$ cat config.mk
export PLATFORM = sky130hd
export DESIGN_NAME = gsa_status_top
export DESIGN_NICKNAME = d
export VERILOG_FILES = /design/src/gsa_pkg.sv /design/src/gsa_status_top.sv /design/src/gsa_conn_reduce.sv
export SDC_FILE = /design/constraint.sdc
export NUM_CORES = 1
export LEC_CHECK = 0
export BUFFER_PORTS_ARGS = -buffer_cell sky130_fd_sc_hd__buf_2
export CELL_PAD_IN_SITES_DETAIL_PLACEMENT = 0
export CELL_PAD_IN_SITES_GLOBAL_PLACEMENT = 1
export CORE_MARGIN = 5
export CORE_UTILIZATION = 20
export DETAILED_ROUTE_END_ITERATION = 7
export PLACE_DENSITY = 0.81
export SLEW_MARGIN = 0
export SYNTH_ARGS = -nofsm -noshare
export SYNTH_HDL_FRONTEND = slang
export SYNTH_SLANG_ARGS = --single-unit
$ cat constraint.sdc
create_clock -name clk -period 0.9 [get_ports clk]
set_clock_uncertainty 0.2 [all_clocks]
set_input_delay 0.135 -clock clk [delete_from_list [all_inputs] [get_ports clk]]
set_output_delay 0.135 -clock clk [all_outputs]
set_load 0.02 [all_outputs]
$ cat src/gsa_pkg.sv
// package: constants for the general status flag aggregator
package gsa_pkg;
  // ==========================================================
  // status byte field positions
  localparam int unsigned BIT_IN_SUPPLY_FAULT  = 0;
  localparam int unsigned BIT_OUT_SUPPLY_FAULT = 1;
  localparam int unsigned BIT_STD_COMM_ERROR   = 2;
  localparam int unsigned BIT_STD_COMM_OK      = 3;
  localparam int unsigned BIT_SAFE_COMM_ERROR  = 4;
  localparam int unsigned BIT_SAFE_COMM_OK     = 5;
  localparam int unsigned BIT_RUN              = 6;
  localparam int unsigned BIT_NORMAL           = 7;
  localparam int unsigned STATUS_WIDTH         = 8;
  localparam logic [7:0]  STATUS_RESET         = 8'h00;
  // ==========================================================
  // per-connection communication state
  typedef enum logic [1:0] {
    GSA_CONN_IDLE,
    GSA_CONN_NORMAL,
    GSA_CONN_ERROR,
    GSA_CONN_STOPPED
  } gsa_conn_state_t;
  localparam int unsigned CONN_STATE_WIDTH = 2;
  // ==========================================================
  // operating modes of the controller
  typedef enum logic [1:0] {
    GSA_MODE_CONFIG,
    GSA_MODE_IDLE,
    GSA_MODE_RUN,
    GSA_MODE_ABORT
  } gsa_mode_t;
  // ==========================================================
  // safety roles
  typedef enum logic [1:0] {
    GSA_ROLE_NONE,
    GSA_ROLE_MASTER,
    GSA_ROLE_MASTER_SLAVE
  } gsa_role_t;
endpackage

$ cat src/gsa_status_top.sv
// general status byte aggregator top level
// Functional notes
// - bit 3 high only when all established standard connections run normally
// - unestablished standard connections ignored; any one error forces bit 3 low
// - dual network: bit 3 is AND of per-network standard status
// - bit 4 low with no safety connection or all normal
// - bit 4 set when any master or slave safety connection errs
// - master only: bit 5 high when all master connections normal and no slave error
// - master and slave: bit 5 needs all masters normal, no slave error
// - bit 6 high only in run mode
// - bit 7 high unless any defined error is active
// - bit 2 set on any standard error; dual network ORs both
// - bits 0 and 1 report input and output supply faults, low if unused
`timescale 1ns/1ps
`default_nettype none
module gsa_status_top #(
  parameter int unsigned NUM_STD_CONN  = 8,
  parameter int unsigned NUM_SAFE_MSTR = 8,
  parameter int unsigned NUM_ERR_SRC   = 16,
  parameter bit          DUAL_NETWORK  = 1'b1
) (
  input  wire logic                                                clk,
  input  wire logic                                                rst_n,
  input  wire logic [NUM_STD_CONN*gsa_pkg::CONN_STATE_WIDTH-1:0]   std_a_state,
  input  wire logic [NUM_STD_CONN-1:0]                             std_a_cfg,
  input  wire logic [NUM_STD_CONN*gsa_pkg::CONN_STATE_WIDTH-1:0]   std_b_state,
  input  wire logic [NUM_STD_CONN-1:0]                             std_b_cfg,
  input  wire logic [NUM_SAFE_MSTR*gsa_pkg::CONN_STATE_WIDTH-1:0]  safe_mstr_state,
  input  wire logic [NUM_SAFE_MSTR-1:0]                            safe_mstr_cfg,
  input  wire logic                                                safety_master_conn_error_code_a,
  input  wire logic                                                safety_master_conn_error_code_b,
  input  wire logic                                                safety_slave_conn_error_code,
  input  wire gsa_pkg::gsa_role_t                                  safety_role,
  input  wire gsa_pkg::gsa_mode_t                                  op_mode,
  input  wire logic [NUM_ERR_SRC-1:0]                              error_detail,
  input  wire logic                                                in_supply_fault,
  input  wire logic                                                out_supply_fault,
  input  wire logic                                                in_terminals_used,
  input  wire logic                                                out_terminals_used,
  output logic [gsa_pkg::STATUS_WIDTH-1:0]                         general_status_byte
);
  import gsa_pkg::*;

  // ==========================================================
  // connection summaries
  logic std_a_err;
  logic std_a_nrm;
  logic std_a_stp;
  logic std_b_err;
  logic std_b_nrm;
  logic std_b_stp;
  logic mstr_err;
  logic mstr_nrm;
  logic mstr_stp;

  gsa_conn_reduce #(.NUM_CONN(NUM_STD_CONN)) u_std_a (
    .conn_state  (std_a_state),
    .conn_cfg    (std_a_cfg),
    .any_error   (std_a_err),
    .any_normal  (std_a_nrm),
    .any_stopped (std_a_stp)
  );

  gsa_conn_reduce #(.NUM_CONN(NUM_STD_CONN)) u_std_b (
    .conn_state  (std_b_state),
    .conn_cfg    (std_b_cfg),
    .any_error   (std_b_err),
    .any_normal  (std_b_nrm),
    .any_stopped (std_b_stp)
  );

  gsa_conn_reduce #(.NUM_CONN(NUM_SAFE_MSTR)) u_safe_mstr (
    .conn_state  (safe_mstr_state),
    .conn_cfg    (safe_mstr_cfg),
    .any_error   (mstr_err),
    .any_normal  (mstr_nrm),
    .any_stopped (mstr_stp)
  );

  // ==========================================================
  // per-network standard status: at least one normal, none erring or stopped
  function automatic logic net_ok(input logic err, input logic nrm, input logic stp);
    net_ok = nrm && !err && !stp;
  endfunction

  // ==========================================================
  // synchronisers: supply monitors are asynchronous pins
  logic [1:0] in_sup_sync;
  logic [1:0] out_sup_sync;
  logic [1:0] next_in_sup_sync;
  logic [1:0] next_out_sup_sync;

  always_comb begin
    next_in_sup_sync  = {in_sup_sync[0], in_supply_fault};
    next_out_sup_sync = {out_sup_sync[0], out_supply_fault};
  end

  always_ff @(posedge clk or negedge rst_n) begin
    if (!rst_n) begin
      in_sup_sync  <= 2'h0;
      out_sup_sync <= 2'h0;
    end else begin
      in_sup_sync  <= next_in_sup_sync;
      out_sup_sync <= next_out_sup_sync;
    end
  end

  // ==========================================================
  // status byte; rebuilt every cycle, there is no write path at all
  logic [STATUS_WIDTH-1:0] next_general_status_byte;
  logic                    net_a_ok;
  logic                    net_b_ok;
  logic                    safe_err;
  logic                    safe_ok;

  always_comb begin
    next_general_status_byte = STATUS_RESET;
    net_a_ok = net_ok(std_a_err, std_a_nrm, std_a_stp);
    net_b_ok = net_ok(std_b_err, std_b_nrm, std_b_stp);
    // a silent second network must not pull the AND down on single-network parts
    if (DUAL_NETWORK) begin
      next_general_status_byte[BIT_STD_COMM_OK] = net_a_ok && net_b_ok;
      next_general_status_byte[BIT_STD_COMM_ERROR] = std_a_err || std_b_err;
    end else begin
      next_general_status_byte[BIT_STD_COMM_OK] = net_a_ok;
      next_general_status_byte[BIT_STD_COMM_ERROR] = std_a_err;
    end
    safe_err = mstr_err || safety_master_conn_error_code_a
            || safety_master_conn_error_code_b || safety_slave_conn_error_code;
    next_general_status_byte[BIT_SAFE_COMM_ERROR] = safe_err;
    safe_ok = mstr_nrm && !mstr_err && !mstr_stp
           && !safety_master_conn_error_code_a && !safety_master_conn_error_code_b;
    case (safety_role)
      GSA_ROLE_MASTER: begin
        next_general_status_byte[BIT_SAFE_COMM_OK] = safe_ok && !safety_slave_conn_error_code;
      end
      GSA_ROLE_MASTER_SLAVE: begin
        next_general_status_byte[BIT_SAFE_COMM_OK] = safe_ok && !safety_slave_conn_error_code;
      end
      default: begin
        next_general_status_byte[BIT_SAFE_COMM_OK] = 1'b0;
      end
    endcase
    next_general_status_byte[BIT_RUN] = (op_mode == GSA_MODE_RUN);
    next_general_status_byte[BIT_NORMAL] = ~|error_detail;
    next_general_status_byte[BIT_IN_SUPPLY_FAULT] = in_sup_sync[1] && in_terminals_used;
    next_general_status_byte[BIT_OUT_SUPPLY_FAULT] = out_sup_sync[1] && out_terminals_used;
  end

  always_ff @(posedge clk or negedge rst_n) begin
    if (!rst_n) begin
      general_status_byte <= STATUS_RESET;
    end else begin
      general_status_byte <= next_general_status_byte;
    end
  end
endmodule
`default_nettype wire

$ cat src/gsa_conn_reduce.sv
// connection reducer: folds per-connection states into summary flags
`timescale 1ns/1ps
`default_nettype none
module gsa_conn_reduce #(
  parameter int unsigned NUM_CONN = 8
) (
  input  wire logic [NUM_CONN*gsa_pkg::CONN_STATE_WIDTH-1:0] conn_state,
  input  wire logic [NUM_CONN-1:0]                           conn_cfg,
  output logic                                               any_error,
  output logic                                               any_normal,
  output logic                                               any_stopped
);
  import gsa_pkg::*;

  logic [NUM_CONN-1:0] err_vec;
  logic [NUM_CONN-1:0] nrm_vec;
  logic [NUM_CONN-1:0] stp_vec;

  // ==========================================================
  // per-connection classification; unconfigured slots are ignored
  genvar g;
  generate
    for (g = 0; g < NUM_CONN; g++) begin : g_conn
      logic [1:0] st;
      assign st         = conn_state[g*CONN_STATE_WIDTH +: CONN_STATE_WIDTH];
      assign err_vec[g] = conn_cfg[g] && (st == GSA_CONN_ERROR);
      assign nrm_vec[g] = conn_cfg[g] && (st == GSA_CONN_NORMAL);
      assign stp_vec[g] = conn_cfg[g] && (st == GSA_CONN_STOPPED);
    end
  endgenerate

  assign any_error   = |err_vec;
  assign any_normal  = |nrm_vec;
  assign any_stopped = |stp_vec;
endmodule
`default_nettype wire

==> impl_results.md <==
- Status: finished with violations
- Violated checks: hold timing, setup timing
- Reg clk slew, reported paths: 50 ps
- Leading cell type in the layout, fill and taps excluded: buf_2
- Min cycle time layout: 1090 ps
- First-pass GRT wire length: 6270 µm
- WP data arrival: 750 ps
- HPWL after DPL: 3460 µm
- Crit path buffers/inverters: 1
- Synth Instances: 137
- RR Startpoint: in_sup_sync[1]$_DFF_PN0_
- Initial antenna violation count: 0
- Area Growth Syn to Fin: 113%
- Critical path depth: 1
- GP Congestion: 0.798
- # diodes: 0
- Largest net degree at the start of global routing: 13
- Yosys Warn Count: 0
- Critical Path Sink: general_status_byte[5]
- Register area share after synthesis: 31.4%
- Tightest Hold Check Type: in -> reg
- FP Rows: 25
- Crit path kind: reg -> out
- RSZ-0062 raised after global routing: yes
- Total routed wirelength: 4160 µm
- Final hold vios: 4
- 1st-pass router iterations: 4
- Period utilization: 121%
- Fin nets: 366
- CP top delay family: flip-flops
- Number of max-cap violations: 0
- Unique masters post-synth: 18
- Detail Route Antenna Nets: 0
- Initial core utilization: 20.4%
- Tot Pwr: 0.00186 W
- IO Pins: 109
- I/O Buffers: 108
- Most frequent cells in the layout: buf_2, nand2_1, buf_6
- Clk root buf: clkbuf_8
- R2r endpoint: general_status_byte[0]$_DFF_PN0_
- Rel. slew slack: 71.8%
- DRC errors left: 0
- CTS H-Tree Depth: 1
- Chip height: 79.1 µm
- Vias/cell: 4.67
- Actual slew at the worst max-slew pin: 420 ps
- WHS: -148 ps
- WP data required: 560 ps
- Yosys reg bits: 12
- Layout cells sized above 1: 56.8%
- TritonCTS clock tree: yes
- Final WS setup: -187 ps
- Core area: 0.00469 mm²
- Post-synthesis cell area: 956 µm²
- GR Overflow Total: 0
- CTS sink count: 12
- Post-Place Setup Slack: -458 ps
- CP endpoint kind: output pin
- Chip width: 79.1 µm
- Maximum fanout along the worst path: 1
- Fmax: 920 MHz
- # hold bufs at CTS: 3
- Cell Chain, Critical Path: buf_6
- Flop-to-flop setup slack: 40 ps
- R2R depth: 1
- Slowest cell delay on critical path: 380 ps
- Post-Syn Nets: 238
- First DRT Iteration DRCs: 36
- Crit path from: general_status_byte[5]$_DFF_PN0_
- Worst path slowest cell: dfrtp_1
- P per Cell Area: 914 mW/mm²
- Postcts setup bufs: 0
- Maximum clock path buffer count: 2
- Slew Viols, Final: 0
- Syn avg cell area: 6.98 µm²
- Total track usage: 12.3%
- Busiest grt layer: met2
- Met2 usage: 22.2%
- Vias in the first global route: 1478
- Setup crit start kind: flop
- Final setup fails: 12
- WL/cell: 13.1 µm
- Maximum VDD drop: 480 µV
- DIE AREA: 0.00626 mm²
- Met1 Use GR: 14.9%
- Leakage power: 0.979 nW
- Met3 Use GR: 3.74%
- Vias: 1486
- Clk Latency, worst-skew pair: 230 ps
- CTS buffer count: 3
## final cells by class
class	count	area [µm²]
clock buffer	4	55.1
fill	477	2650
inverter	1	3.75
multi-input combinational	124	758
sequential	12	300
tap	54	67.6
timing repair buffer	123	856
## cell families (layout without fill, tap and decap cells)
logic type	after synthesis	count (layout)	synth area share (%)
buffers and inverters	1	128	0.392
and+or+nand+nor	96	96	50.5
DFF	12	12	31.4
AOI/OAI and AO/OA	27	27	16.8
xor gates and xnor gates	1	1	0.916
## sequential cells by signal (all words and copies together), names as in the netlist
name	cells
general_status_byte	8
in_sup_sync	2
out_sup_sync	2
## how the worst min path moves through the flow
stage	startpoint	to	slack, ps	cells after the start
floorplan	rst_n	general_status_byte[0]$_DFF_PN0_	-360	0
global placement	rst_n	general_status_byte[6]$_DFF_PN0_	-180	1
detailed placement	rst_n	general_status_byte[6]$_DFF_PN0_	-180	1
CTS	op_mode[0]	general_status_byte[6]$_DFF_PN0_	-150	2
global route	op_mode[0]	general_status_byte[6]$_DFF_PN0_	-160	2
finish	op_mode[0]	general_status_byte[6]$_DFF_PN0_	-150	2
## where the power goes
| part | total [W] | internal, W | leakage (nW) | switching [W] |
|---|---|---|---|---|
| Sequential | 0.000570 | 0.000562 | 0.146 | 0.00000787 |
| Clock | 0.000565 | 0.000385 | 0.0288 | 0.000180 |
| Combinational | 0.000729 | 0.000414 | 0.805 | 0.000315 |
| Total | 0.00186 | 0.00136 | 0.979 | 0.000503 |
## cell usage after synthesis (all sizes together)
master / count / area [µm²]
nand2: 43 / 161
nand3: 23 / 115
o22ai: 17 / 106
dfrtp: 12 / 300
nor4: 11 / 81.3
o21ai: 7 / 35.0
nand3b: 6 / 45.0
nand4: 5 / 31.3
a31oi: 3 / 18.8
nor3: 3 / 15.0
and2: 2 / 12.5
and3: 1 / 6.26
and4: 1 / 8.76
inv: 1 / 3.75
nor2b: 1 / 6.26
xnor2: 1 / 8.76
## metrics by stage
step	hold WS [ps]	cell area, µm²	TNS (ps)	utilization (%)	std cells
2_1_floorplan	-361	980	-298	-	137
3_3_place_gp	-180	1680	-1640	35.8	311
3_5_place_dp	-179	1680	-1620	35.8	311
4_1_cts	-152	1930	-1850	41.2	318
5_1_grt	-156	2040	-2240	43.5	318
6_report	-148	2040	-1720	43.5	318
## what timing repair did
item,in CTS,in global routing
gates resized for setup,43,26
hold endpoints to repair,18,4
endpoints found under the setup margin,12,12
pin swaps,11,12
## routing by layer
metal	vias to the layer above	wire (µm)
li1	780	-
met1	649	1640
met2	57	2180
met3	0	335
met4	0	0
met5	-	0
(Power assumes the default switching activity.)
